**src/hw/ifpc_pkg.sv**
```systemverilog
/*
 Package for the IF processor control port: port addresses, widths,
 reset values and timing counts.
 Assumes a 250 MHz system clock.
*/
package ifpc_pkg;
  localparam int CLK_PERIOD_NS = 4;
  localparam int SER_HALF_NS = 40;
  localparam int SER_HALF_CYC = (SER_HALF_NS + CLK_PERIOD_NS - 1) /
    CLK_PERIOD_NS;
  localparam int SYN_BITS = 24;
  localparam int RELAY_PULSE_NS = 10000;
  localparam int RELAY_PULSE_CYC = RELAY_PULSE_NS / CLK_PERIOD_NS;
  localparam logic [2:0] PORT_SYN_DATA = 3'h0;
  localparam logic [2:0] PORT_SYN_GO = 3'h1;
  localparam logic [2:0] PORT_RELAY_SET = 3'h2;
  localparam logic [2:0] PORT_RELAY_CLR = 3'h3;
  localparam logic [2:0] PORT_LED_LO = 3'h4;
  localparam logic [2:0] PORT_LED_HI = 3'h5;
  localparam logic [2:0] PORT_SWITCH = 3'h6;
  localparam logic [2:0] PORT_DETECT = 3'h7;
  localparam logic [2:0] RB_LOCK = 3'h0;
  localparam logic [2:0] RB_RELAY_SET = 3'h1;
  localparam logic [2:0] RB_RELAY_CLR = 3'h2;
  localparam logic [2:0] RB_LED_LO = 3'h3;
  localparam logic [2:0] RB_LED_HI = 3'h4;
  localparam logic [2:0] RB_SRC = 3'h5;
  localparam logic [7:0] BYTE_RESET = 8'h00;
  localparam logic [23:0] SHIFT_RESET = 24'h00_0000;
  localparam logic [1:0] SRC_A = 2'h0;
  localparam logic [1:0] SRC_B = 2'h1;
  localparam logic [1:0] SRC_TEST = 2'h2;
  localparam logic [1:0] SRC_ZERO = 2'h3;
  localparam int RLY_MODE = 0;
  localparam int RLY_SRC0 = 1;
  localparam int RLY_SRC1 = 2;
  localparam int RLY_SEC_A0 = 3;
  localparam int RLY_SEC_A1 = 4;
  localparam int RLY_SEC_A2 = 5;
  typedef enum logic [1:0] {IFPC_IDLE, IFPC_LOW, IFPC_HIGH, IFPC_LOAD}
    ifpc_ser_t;
endpackage : ifpc_pkg

```
**src/hw/ifpc_ser.sv**
```systemverilog
/*
 One synthesizer serial stream: shifts a word MSB first, then pulses
 the load enable. Assumes same-clock start pulse and word.
*/
`timescale 1ns/1ps
module ifpc_ser import ifpc_pkg::*; (
  input wire logic sys_clk,
  input wire logic nrst,
  input wire logic start,
  input wire logic [SYN_BITS-1:0] word,
  output logic busy,
  output logic ser_clk,
  output logic ser_data,
  output logic ser_load
);
  ifpc_ser_t state_reg;
  logic [SYN_BITS-1:0] shift_reg;
  logic [7:0] bit_reg;
  logic [7:0] tick_reg;
  logic tick_end;

  assign tick_end = tick_reg == 8'(SER_HALF_CYC - 1);

  always_ff @(posedge sys_clk or negedge nrst) begin
    if (!nrst) begin
      tick_reg <= 8'h00;
    end else if (state_reg == IFPC_IDLE || tick_end) begin
      tick_reg <= 8'h00;
    end else begin
      tick_reg <= tick_reg + 8'h01;
    end
  end

  always_ff @(posedge sys_clk or negedge nrst) begin
    if (!nrst) begin
      state_reg <= IFPC_IDLE;
      shift_reg <= SHIFT_RESET;
      bit_reg <= 8'h00;
      ser_clk <= 1'b0;
      ser_data <= 1'b0;
      ser_load <= 1'b0;
      busy <= 1'b0;
    end else begin
      case (state_reg)
        IFPC_IDLE: begin
          ser_load <= 1'b0;
          if (start) begin
            state_reg <= IFPC_LOW;
            shift_reg <= word;
            bit_reg <= 8'(SYN_BITS);
            ser_data <= word[SYN_BITS-1];
            busy <= 1'b1;
          end else begin
            busy <= 1'b0;
          end
        end
        IFPC_LOW: if (tick_end) begin
          ser_clk <= 1'b1;
          state_reg <= IFPC_HIGH;
        end
        IFPC_HIGH: if (tick_end) begin
          ser_clk <= 1'b0;
          shift_reg <= {shift_reg[SYN_BITS-2:0], 1'b0};
          ser_data <= shift_reg[SYN_BITS-2];
          bit_reg <= bit_reg - 8'h01;
          state_reg <= (bit_reg == 8'h01) ? IFPC_LOAD : IFPC_LOW;
        end
        IFPC_LOAD: if (tick_end) begin
          ser_load <= ~ser_load;
          if (ser_load) begin
            state_reg <= IFPC_IDLE;
          end
        end
        default: state_reg <= IFPC_IDLE;
      endcase
    end
  end
endmodule : ifpc_ser

```
**src/hw/ifpc_port.sv**
```systemverilog
/*
 IF processor control port: 8-bit strobed parallel bus, 3-bit port
 address, four synthesizer streams, latching relay pairs, lamps, and
 readback. Assumes host pins are asynchronous to sys_clk.
*/
// Function
// - 8-bit data, strobe, 3-bit address selects port
// - Ports control four synthesizers and eight relays
// - Reserved ports for lamps, switches, detector
// - Four serial streams: clock, data, load
// - Eight set/reset relay drive pairs
// - Readback lock bits and relay indicator pairs
// - Sixteen lamps show lock, source and user bits
// - Per-oscillator lamp lit on loss of lock
// - Oscillator frequency set only via host
// - Mode relay picks seven-beam or dual-channel
// - Source relays pick A, B, test, zero
// - Narrow unit per-section choice, wide per-box
// - Wide unit lights one of five lamps
// - Narrow unit two lamps per output, three box
`timescale 1ns/1ps
module ifpc_port import ifpc_pkg::*; (
  input wire logic sys_clk,
  input wire logic nrst,
  input wire logic [7:0] host_data,
  input wire logic [2:0] host_addr,
  input wire logic host_strobe,
  input wire logic [2:0] rd_sel,
  input wire logic narrow_unit,
  input wire logic [3:0] pll_lock,
  input wire logic [7:0] relay_ind_set,
  input wire logic [7:0] relay_ind_clr,
  output logic [7:0] rd_data,
  output logic [3:0] syn_clk,
  output logic [3:0] syn_data,
  output logic [3:0] syn_load,
  output logic [7:0] relay_set,
  output logic [7:0] relay_clr,
  output logic [15:0] lamp,
  output logic [7:0] switch_out,
  output logic [7:0] detect_ctl,
  output logic [3:0] syn_busy
);
  logic [7:0] data_s1_reg, data_s2_reg;
  logic [2:0] addr_s1_reg, addr_s2_reg;
  logic strb_s1_reg, strb_s2_reg, strb_d_reg;
  logic [3:0] lock_s1_reg, lock_s2_reg;
  logic [7:0] ind_set_s1_reg, ind_set_s2_reg;
  logic [7:0] ind_clr_s1_reg, ind_clr_s2_reg;
  logic write;
  logic [7:0] port_hit;
  logic [5:0] sec_lamp;
  logic [SYN_BITS-1:0] syn_word_reg;
  logic [3:0] syn_go_reg;
  logic [7:0] relay_cmd_set_reg, relay_cmd_clr_reg;
  logic [15:0] led_user_reg;
  logic [15:0] lamp_next;
  logic [1:0] box_src;
  logic [15:0] pulse_cnt_reg;
  logic [3:0] busy_w, ser_clk_w, ser_data_w, ser_load_w;

  // Host bus pins; read only once the strobe edge has passed both stages
  always_ff @(posedge sys_clk or negedge nrst) begin
    if (!nrst) begin
      data_s1_reg <= BYTE_RESET;
      data_s2_reg <= BYTE_RESET;
      addr_s1_reg <= 3'h0;
      addr_s2_reg <= 3'h0;
    end else begin
      data_s1_reg <= host_data;
      data_s2_reg <= data_s1_reg;
      addr_s1_reg <= host_addr;
      addr_s2_reg <= addr_s1_reg;
    end
  end

  // Strobe synchroniser and edge history; idle level is low
  always_ff @(posedge sys_clk or negedge nrst) begin
    if (!nrst) begin
      strb_s1_reg <= 1'b0;
      strb_s2_reg <= 1'b0;
      strb_d_reg <= 1'b0;
    end else begin
      strb_s1_reg <= host_strobe;
      strb_s2_reg <= strb_s1_reg;
      strb_d_reg <= strb_s2_reg;
    end
  end

  // Lock and relay indicator sense pins
  always_ff @(posedge sys_clk or negedge nrst) begin
    if (!nrst) begin
      lock_s1_reg <= 4'h0;
      lock_s2_reg <= 4'h0;
      ind_set_s1_reg <= BYTE_RESET;
      ind_set_s2_reg <= BYTE_RESET;
      ind_clr_s1_reg <= BYTE_RESET;
      ind_clr_s2_reg <= BYTE_RESET;
    end else begin
      lock_s1_reg <= pll_lock;
      lock_s2_reg <= lock_s1_reg;
      ind_set_s1_reg <= relay_ind_set;
      ind_set_s2_reg <= ind_set_s1_reg;
      ind_clr_s1_reg <= relay_ind_clr;
      ind_clr_s2_reg <= ind_clr_s1_reg;
    end
  end

  // Rising strobe edge; data and address are settled by then
  assign write = strb_s2_reg & ~strb_d_reg;

  // One-hot port select: a write reaches exactly one port
  genvar pi;
  generate
    for (pi = 0; pi < 8; pi++) begin : g_port
      assign port_hit[pi] = write && addr_s2_reg == 3'(pi);
    end
  endgenerate

  // Synthesizer word shifts in a byte at a time, MSB byte first
  always_ff @(posedge sys_clk or negedge nrst) begin
    if (!nrst) begin
      syn_word_reg <= SHIFT_RESET;
    end else if (port_hit[PORT_SYN_DATA]) begin
      syn_word_reg <= {syn_word_reg[SYN_BITS-9:0], data_s2_reg};
    end
  end

  // Go port starts idle streams; go bits for busy streams are dropped
  always_ff @(posedge sys_clk or negedge nrst) begin
    if (!nrst) begin
      syn_go_reg <= 4'h0;
    end else if (port_hit[PORT_SYN_GO]) begin
      syn_go_reg <= data_s2_reg[3:0] & ~busy_w;
    end else begin
      syn_go_reg <= 4'h0;
    end
  end

  genvar gi;
  generate
    for (gi = 0; gi < 4; gi++) begin : g_syn
      ifpc_ser u_ser (
        .sys_clk(sys_clk),
        .nrst(nrst),
        .start(syn_go_reg[gi]),
        .word(syn_word_reg),
        .busy(busy_w[gi]),
        .ser_clk(ser_clk_w[gi]),
        .ser_data(ser_data_w[gi]),
        .ser_load(ser_load_w[gi])
      );
    end
  endgenerate

  always_ff @(posedge sys_clk or negedge nrst) begin
    if (!nrst) begin
      syn_clk <= 4'h0;
      syn_data <= 4'h0;
      syn_load <= 4'h0;
      syn_busy <= 4'h0;
    end else begin
      syn_clk <= ser_clk_w;
      syn_data <= ser_data_w;
      syn_load <= ser_load_w;
      syn_busy <= busy_w;
    end
  end

  // Relay coil command; a new write replaces the previous one
  always_ff @(posedge sys_clk or negedge nrst) begin
    if (!nrst) begin
      relay_cmd_set_reg <= BYTE_RESET;
      relay_cmd_clr_reg <= BYTE_RESET;
    end else if (port_hit[PORT_RELAY_SET]) begin
      relay_cmd_set_reg <= data_s2_reg;
      relay_cmd_clr_reg <= BYTE_RESET;
    end else if (port_hit[PORT_RELAY_CLR]) begin
      relay_cmd_clr_reg <= data_s2_reg;
      relay_cmd_set_reg <= BYTE_RESET;
    end
  end

  // Coil pulse timer, restarted by every relay write
  always_ff @(posedge sys_clk or negedge nrst) begin
    if (!nrst) begin
      pulse_cnt_reg <= 16'h0000;
    end else if (port_hit[PORT_RELAY_SET] || port_hit[PORT_RELAY_CLR]) begin
      pulse_cnt_reg <= 16'(RELAY_PULSE_CYC);
    end else if (pulse_cnt_reg != 16'h0000) begin
      pulse_cnt_reg <= pulse_cnt_reg - 16'h0001;
    end
  end

  // Never energise both coils of one relay
  always_ff @(posedge sys_clk or negedge nrst) begin
    if (!nrst) begin
      relay_set <= BYTE_RESET;
      relay_clr <= BYTE_RESET;
    end else if (pulse_cnt_reg != 16'h0000) begin
      relay_set <= relay_cmd_set_reg & ~relay_cmd_clr_reg;
      relay_clr <= relay_cmd_clr_reg & ~relay_cmd_set_reg;
    end else begin
      relay_set <= BYTE_RESET;
      relay_clr <= BYTE_RESET;
    end
  end

  // Reserved ports: user lamp bytes
  always_ff @(posedge sys_clk or negedge nrst) begin
    if (!nrst) begin
      led_user_reg <= 16'h0000;
    end else if (port_hit[PORT_LED_LO]) begin
      led_user_reg[7:0] <= data_s2_reg;
    end else if (port_hit[PORT_LED_HI]) begin
      led_user_reg[15:8] <= data_s2_reg;
    end
  end

  // Reserved ports: switch latch
  always_ff @(posedge sys_clk or negedge nrst) begin
    if (!nrst) begin
      switch_out <= BYTE_RESET;
    end else if (port_hit[PORT_SWITCH]) begin
      switch_out <= data_s2_reg;
    end
  end

  // Reserved ports: detector control latch
  always_ff @(posedge sys_clk or negedge nrst) begin
    if (!nrst) begin
      detect_ctl <= BYTE_RESET;
    end else if (port_hit[PORT_DETECT]) begin
      detect_ctl <= data_s2_reg;
    end
  end

  // Source from set-side indicators of the source relays
  assign box_src = {ind_set_s2_reg[RLY_SRC1], ind_set_s2_reg[RLY_SRC0]};

  // Narrow unit: an A and a B lamp for each section output
  genvar si;
  generate
    for (si = 0; si < 3; si++) begin : g_sec
      assign sec_lamp[2*si] = ~ind_set_s2_reg[RLY_SEC_A0+si];
      assign sec_lamp[2*si+1] = ind_set_s2_reg[RLY_SEC_A0+si];
    end
  endgenerate

  // Lamp map: 0-3 unlock, 4-12 source, 13-15 user
  always_comb begin
    lamp_next = led_user_reg;
    lamp_next[3:0] = ~lock_s2_reg;
    lamp_next[12:4] = 9'h000;
    if (!narrow_unit) begin
      if (ind_set_s2_reg[RLY_MODE]) begin
        lamp_next[4] = 1'b1;
      end else begin
        case (box_src)
          SRC_A: lamp_next[5] = 1'b1;
          SRC_B: lamp_next[6] = 1'b1;
          SRC_ZERO: lamp_next[7] = 1'b1;
          default: lamp_next[8] = 1'b1;
        endcase
      end
    end else begin
      // Section A/B pairs, then box B, zero, test
      lamp_next[9:4] = sec_lamp;
      lamp_next[10] = box_src == SRC_B;
      lamp_next[11] = box_src == SRC_ZERO;
      lamp_next[12] = box_src == SRC_TEST;
    end
  end

  always_ff @(posedge sys_clk or negedge nrst) begin
    if (!nrst) begin
      lamp <= 16'h0000;
    end else begin
      lamp <= lamp_next;
    end
  end

  // Readback mux
  always_ff @(posedge sys_clk or negedge nrst) begin
    if (!nrst) begin
      rd_data <= BYTE_RESET;
    end else begin
      case (rd_sel)
        RB_LOCK: rd_data <= {busy_w, lock_s2_reg};
        RB_RELAY_SET: rd_data <= ind_set_s2_reg;
        RB_RELAY_CLR: rd_data <= ind_clr_s2_reg;
        RB_LED_LO: rd_data <= lamp[7:0];
        RB_LED_HI: rd_data <= lamp[15:8];
        RB_SRC: rd_data <= {6'h00, box_src};
        default: rd_data <= BYTE_RESET;
      endcase
    end
  end
endmodule : ifpc_port

```
**config.mk**
```make
export PLATFORM = sky130hd
export DESIGN_NAME = ifpc_port
export DESIGN_NICKNAME = d
export VERILOG_FILES = /design/src/hw/ifpc_pkg.sv /design/src/hw/ifpc_ser.sv /design/src/hw/ifpc_port.sv
export SDC_FILE = /design/constraint.sdc
export NUM_CORES = 1
export LEC_CHECK = 0
export BUFFER_PORTS_ARGS = -buffer_cell sky130_fd_sc_hd__clkbuf_2
export CORE_MARGIN = 5
export CORE_UTILIZATION = 60
export CTS_CLUSTER_DIAMETER = 150
export DETAILED_ROUTE_END_ITERATION = 12
export GPL_ROUTABILITY_DRIVEN = 0
export PLACE_DENSITY = 0.8
export SYNTH_ARGS = -nofsm -noshare
export SYNTH_HDL_FRONTEND = slang
export SYNTH_SLANG_ARGS = --single-unit
```
**constraint.sdc**
```tcl
create_clock -name sys_clk -period 2.3 [get_ports sys_clk]
set_input_delay 0.23 -clock sys_clk [delete_from_list [all_inputs] [get_ports sys_clk]]
set_output_delay 0.23 -clock sys_clk [all_outputs]
set_load 0.05 [all_outputs]
```
Yosys cells after proc, flatten, opt, wreduce, memory -nomap -nowiden
Cells that the tools add are included.
{"block": "totals", "register_bits": 385, "latch_bits": 0, "mem_bits_rw": 0, "rom_bits": 0, "input_bits": 38, "out_inout_bits": 72, "word_cells": 305, "mem_count": 0}
{"block": "op_classes", "add_sub_neg": 9, "mul": 0, "div": 0, "n_lt_le_gt_ge": 0, "eq_ne": 55, "shifts": 0, "muxes": 110, "bitwise": 17, "reduce_logical": 53}
{"operator": "$mux W23", "n": 8}
{"operator": "$pmux W23 S2", "n": 4}
{"operator": "$mux W8", "n": 18}
{"operator": "$pmux W8 S2", "n": 4}
{"operator": "$mux W2", "n": 24}
{"operator": "$pmux W8 S6", "n": 1}
{"operator": "$add A8 B1 Y8 const B", "n": 4}
{"operator": "$eq A8 B1 Y1 const B", "n": 4}
{"operator": "$eq A8 B4 Y1 const B", "n": 4}
{"operator": "$mux W16", "n": 2}
{"operator": "$ne A2 B1 Y1 const B", "n": 16}
{"operator": "$pmux W2 S4", "n": 4}
{"operator": "$sub A8 B1 Y8 const B", "n": 4}
{"operator": "$mux W1", "n": 29}
{"operator": "$reduce_bool A2 Y1", "n": 14}
{"operator": "$pmux W1 S2", "n": 12}
{"operator": "$reduce_and A3 Y1", "n": 8}
{"operator": "$eq A2 B2 Y1 const B", "n": 10}
{"operator": "$reduce_and A5 Y1", "n": 4}
{"operator": "$eq A3 B3 Y1 const B", "n": 6}
{"operator": "$and A8 B8 Y8", "n": 2}
{"operator": "$not A8 Y8", "n": 2}
{"operator": "$reduce_bool A16 Y1", "n": 1}
{"operator": "$sub A16 B1 Y16 const B", "n": 1}
{"operator": "16 further kinds", "n": 58}

Longest topological paths before layout
{"block": "depth", "ltp_word": 5, "mapped_depth": 9, "mapped_depth_nobuf": 6}

Hierarchy
A second synthesis with hierarchy kept.
{"block": "hier_totals", "hier_cells": 1300, "area_unflattened_um2": 15549.9}
{"mod": "ifpc_ser", "n_inst": 4, "cells_each": 210, "area_per_inst_um2": 2143.3, "seq_area_each_um2": 1126.1}
{"mod": "ifpc_port", "n_inst": 1, "cells_each": 460, "area_per_inst_um2": 6976.7, "seq_area_each_um2": 5004.8}

Worst setup path before layout
No wires, ideal clock.
{"block": "synth_path", "kind": "reg2reg", "startpoint": "register pulse_cnt_reg[0]", "endpoint": "register pulse_cnt_reg[0]", "setup_ns": 0.132, "arrival_ns": 1.859, "required_ns": 2.168, "setup_slack_ns": 0.309, "stages_incl_launch_ff": 9, "n_path_buf": 2, "period_less_slack_ns": 1.991, "cell_sequence": "dfrtp_1 -> inv_1 -> ha_1 -> or3b_2 -> nor4_1 -> buf_2 -> buf_4 -> xnor2_1 -> nor2_1"}
{"block": "synth_via", "elab_chain_cells": 3, "word_cells_on_any_way": 5, "cone_classes": "add/sub: 1; mux: 2; reduce/logical: 2"}
{"element": "start: declaration", "line": "ifpc_port.sv:59", "source": "logic [15:0] pulse_cnt_reg;"}
{"element": "start signal: assignment", "line": "ifpc_port.sv:189", "source": "pulse_cnt_reg <= 16'(RELAY_PULSE_CYC);"}
{"element": "start signal: assignment", "line": "ifpc_port.sv:191", "source": "pulse_cnt_reg <= pulse_cnt_reg - 16'h0001;"}
{"element": "$sub A16 B1 Y16", "line": "ifpc_port.sv:191"}
{"element": "$mux W16", "line": "ifpc_port.sv:190", "source": "end else if (pulse_cnt_reg != 16'h0000) begin"}
{"element": "$mux W16", "line": "ifpc_port.sv:188", "source": "end else if (port_hit[PORT_RELAY_SET] || port_hit[PORT_RELAY_CLR]) begin"}
Several ways; a longest one is shown, not always the timed one. The select of a mux whose other input is x is not followed.
A chain may end at the register's enable or synchronous reset.

Final worst setup path
{"block": "layout_path", "startpoint": "register pulse_cnt_reg[0]", "endpoint": "register pulse_cnt_reg[1]"}
Same word-level chain as after synthesis.

==> impl_metrics.csv <==
group,metric,value,unit
logic_synthesis,synth_top_area_share,61.5,%
floorplan,core-area,25300,um^2
detailed_routing,routedWlPerCell,18.9,um
clocking,cts_setup_buffers,0,
hold_path,holdPathStages,2,
timing,layout_min_cycle_time,2.18,ns
global_routing,grt_overflow,0,
detailed_routing,via_per_inst,5.88,
global_routing,track_usage,24.3,%
worst_setup_path,rr_endpoint,"pulse_cnt_reg[1]",
clocking,cts.clk_slew.worst_paths,0.06,ns
detailed_routing,first_iter_violations,843,
pwr,leakagePower,8.39,nW
placed_design,place_inst,1756,
worst_setup_path,startpoint_type,"flop",
logic_synthesis,synth_flop_cell,"dfrtp_1",
logic_synthesis,synth_nets,1400,
clocking,cts_root_buf,"clkbuf_16",
floorplan,fp.dieW,170,um
placed_design,numPortBuffers,109,
global_routing,grt_pass1_wl,57500,um
run_status,outcome,"complete, no violations",
global_routing,grt_max_degree,74,
worst_setup_path,cp_max_fo,29,
clocking,clockBufferDepth,3,
placed_design,dp_hpwl,21100,um
logic_synthesis,ys_top_cells_by_area,"dfrtp_1, mux2i_1, o21ai_0",
pwr,swShare,30.8,%
cells_and_area,final_util,72.1,%
logic_synthesis,syn_area,15500,um^2
detailed_routing,num_vias,10900,
worst_setup_path,cp_slowest_cell,"or3b_2",
timing,hold_viol_final,0,
placed_design,pre_cts_ws,0.0236,ns
timing,setup_viol,0,
clocking,cts_made_buffers,38,
detailed_routing,wl,35100,um
cells_and_area,drive_above_1_share,17.9,%
run,maxCapViolCount,0,
floorplan,dieArea,29100,um^2
logic_synthesis,syn_inst,1345,
pwr,power.internal,12.5,mW
detailed_routing,drc,0,
pwr,power,18.1,mW
hold_path,hp-class,"in -> reg",
pwr,power_density,993,nW/um^2
clocking,htree_levels,2,
worst_setup_path,reg2reg_slack,0.12,ns
floorplan,fp.dieH,170,um
logic_synthesis,synth_cell_types,59,
clocking,cts.sinks,380,
cells_and_area,nFillCells,1704,
timing,slew-limit-headroom,33.7,%
cells_and_area,mostFrequentLayoutCells,"dfrtp_1, o21ai_0, nand2_1, nor2_1, clkbuf_2",
hold_path,min_from,"rd_sel[2]",
cells_and_area,finalNetCount,1557,
detailed_routing,dr.pass1.iters,7,
logic_synthesis,synth_edf_count,0,
timing,slew_violations,0,
logic_synthesis,synth-seq-cells,380,
timing,fin_setup_tns,0,ns
pwr,peakVddDrop,910,uV
floorplan,ios,110,
timing,fin_crit_sh,95.0,%
logic_synthesis,postSynth.asyncResetShare,100,%
pwr,pwr-share-seq,47.4,%
logic_synthesis,synth-seq-area-share,61.5,%
worst_setup_path,critPathKind,"reg -> reg",
worst_setup_path,rr_worst_depth,7,
global_routing,antenna_found_initial,0,
cells_and_area,area_delta_synth_final,17.8,%
global_routing,grt_pass1_vias,11200,
pwr,p_sw,5.57,mW
pwr,clockPowerShare,34.3,%
timing,setup_ws,0.116,ns
logic_synthesis,yosysWarningCount,0,
cells_and_area,largest_reg_flops,92,
floorplan,rows,58,
logic_synthesis,avgSynthCellArea,11.5,um^2
cells_and_area,final_common_cell,"dfrtp_1",
worst_setup_path,worstReg2RegStart,"pulse_cnt_reg[0]",
cells_and_area,stdcell_count,1859,
clocking,insertion_delay,0.53,ns
floorplan,start_util,61.2,%
logic_synthesis,yosys.area.top_type,"dfrtp_1",
worst_setup_path,crit_required,2.73,ns
timing,skew,0.00893,ns
worst_setup_path,path_cells,"inv_1 > ha_1 > or3b_2 > nor4_4 > buf_12 > nor2b_1 > a211oi_1",
worst_setup_path,crit_path_end_kind,"flop",
pwr,combPwrFrac,18.3,%
worst_setup_path,crit_arrival,2.61,ns
timing,tightest_slew,0.993,ns
clocking,tritoncts,"yes",
detailed_routing,ant_nets,0,
hold_path,min_delay_worst_endpoint,"rd_data[3]",
cells_and_area,insertedDiodeCount,0,
timing,fmax,458,MHz
worst_setup_path,slowest_delay,0.51,ns
critical path: cells and delay by family, from the launching register on:
kind	cells	cell delay, ns
flops	1	0.39
buf+inv	2	0.34
compound gates	1	0.20
simple gates	3	0.94
fa+ha+maj	1	0.22
synthesized netlist by cell type (3+ instances only):
| cell | n |
|---|---|
| buf_2 | 6 |
| or4_1 | 20 |
| a211oi_1 | 3 |
| nand3_1 | 33 |
| nand2b_1 | 9 |
| mux2i_1 | 78 |
| nor3_1 | 53 |
| a32o_1 | 4 |
| and2_1 | 3 |
| nand4_1 | 10 |
| xnor2_1 | 12 |
| o21ai_0 | 123 |
| or3_1 | 20 |
| buf_1 | 6 |
| a21o_1 | 4 |
| a22o_1 | 14 |
| o21ai_1 | 5 |
| nor3b_1 | 28 |
| nand3b_1 | 10 |
| nor4_1 | 9 |
| nor2b_1 | 7 |
| nand2_1 | 113 |
| and3_1 | 9 |
| a21oi_1 | 34 |
| dfrtp_1 | 380 |
| xor2_1 | 25 |
| o22ai_1 | 10 |
| clkbuf_1 | 52 |
| nor2_1 | 110 |
| ha_1 | 17 |
| a31oi_1 | 4 |
| mux4_2 | 3 |
| inv_1 | 32 |
| mux2_2 | 45 |
| o31ai_1 | 16 |
worst max path at each step:
stage	from	endpoint	slack (ns)	depth (start not counted)
global route	pulse_cnt_reg[0]	pulse_cnt_reg[1]	-0.006	7
floorplan	pulse_cnt_reg[0]	pulse_cnt_reg[0]	0.31	8
CTS	g_syn[0].u_ser.tick_reg[0]	g_syn[0].u_ser.shift_reg[4]	0.003	5
global placement	g_syn[1].u_ser.tick_reg[0]	g_syn[1].u_ser.shift_reg[7]	0.20	5
detailed placement	g_syn[0].u_ser.tick_reg[0]	g_syn[0].u_ser.shift_reg[3]	0.02	5
finish	pulse_cnt_reg[0]	pulse_cnt_reg[1]	0.12	7
per-stage QoR:
stage | area, um^2 | hold WS [ns]
2_1_floorplan | 15500 | -0.0656
3_3_place_gp | 16600 | 0.206
3_5_place_dp | 16600 | 0.206
4_1_cts | 18200 | 0.0912
5_1_grt | 18200 | 0.121
6_report | 18200 | 0.109
timing repair:
| item | 4_1_cts | 5_1_grt |
|---|---|---|
| setup endpoints to repair | 1 | 63 |
| pin swaps | 0 | 1 |
| cloned | 0 | 2 |
| endpoints found under the hold margin | 85 | 0 |
| resized for setup | 1 | 3 |
| hold buffers | 34 | 0 |
metal layers:
| metal | wire, um | GRT usage (%) | up-vias |
|---|---|---|---|
| met1 | 14600 | 32.3 | 5517 |
| met3 | 1710 | 4.81 | 87 |
| met2 | 17500 | 40.3 | 287 |
| met4 | 1200 | 8.82 | 0 |
| li1 | - | - | 5042 |
| met5 | 0 | 0 | - |
logic make-up (layout without fill, tap and decap cells):
| family | count (synthesis) | count (layout) | share of synthesized area (%) |
|---|---|---|---|
| buffers and inverters | 100 | 282 | 2.54 |
| muxes | 126 | 126 | 8.77 |
| and+or+nand+nor | 455 | 455 | 15.0 |
| adders and majority gates | 17 | 17 | 1.38 |
| xor gates and xnor gates | 37 | 37 | 2.10 |
| DFF | 380 | 380 | 61.5 |
| AOI/OAI and AO/OA | 230 | 232 | 8.68 |
layout make-up:
| type | instances | area (um^2) | share of cell area [%] |
|---|---|---|---|
| tap | 330 | 413 | 2.27 |
| inverter | 32 | 120 | 0.660 |
| multi-input combinational | 867 | 5650 | 31.0 |
| clock buffer | 51 | 1060 | 5.83 |
| clock inverter | 16 | 184 | 1.01 |
| sequential | 380 | 9510 | 52.2 |
| timing repair buffer | 183 | 1270 | 6.98 |
power groups by stage:
stage | Sequential [mW] | Clock, mW | Combinational, mW
finish | 8.58 | 6.20 | 3.31
floorplan | 8.93 | 0 | 1.81
global route | 8.70 | 6.60 | 3.64
CTS | 8.55 | 6.28 | 3.25
global placement | 8.60 | 0 | 3.03
detailed placement | 8.66 | 0 | 3.15
Note: power is estimated with default switching activity, not from simulation.
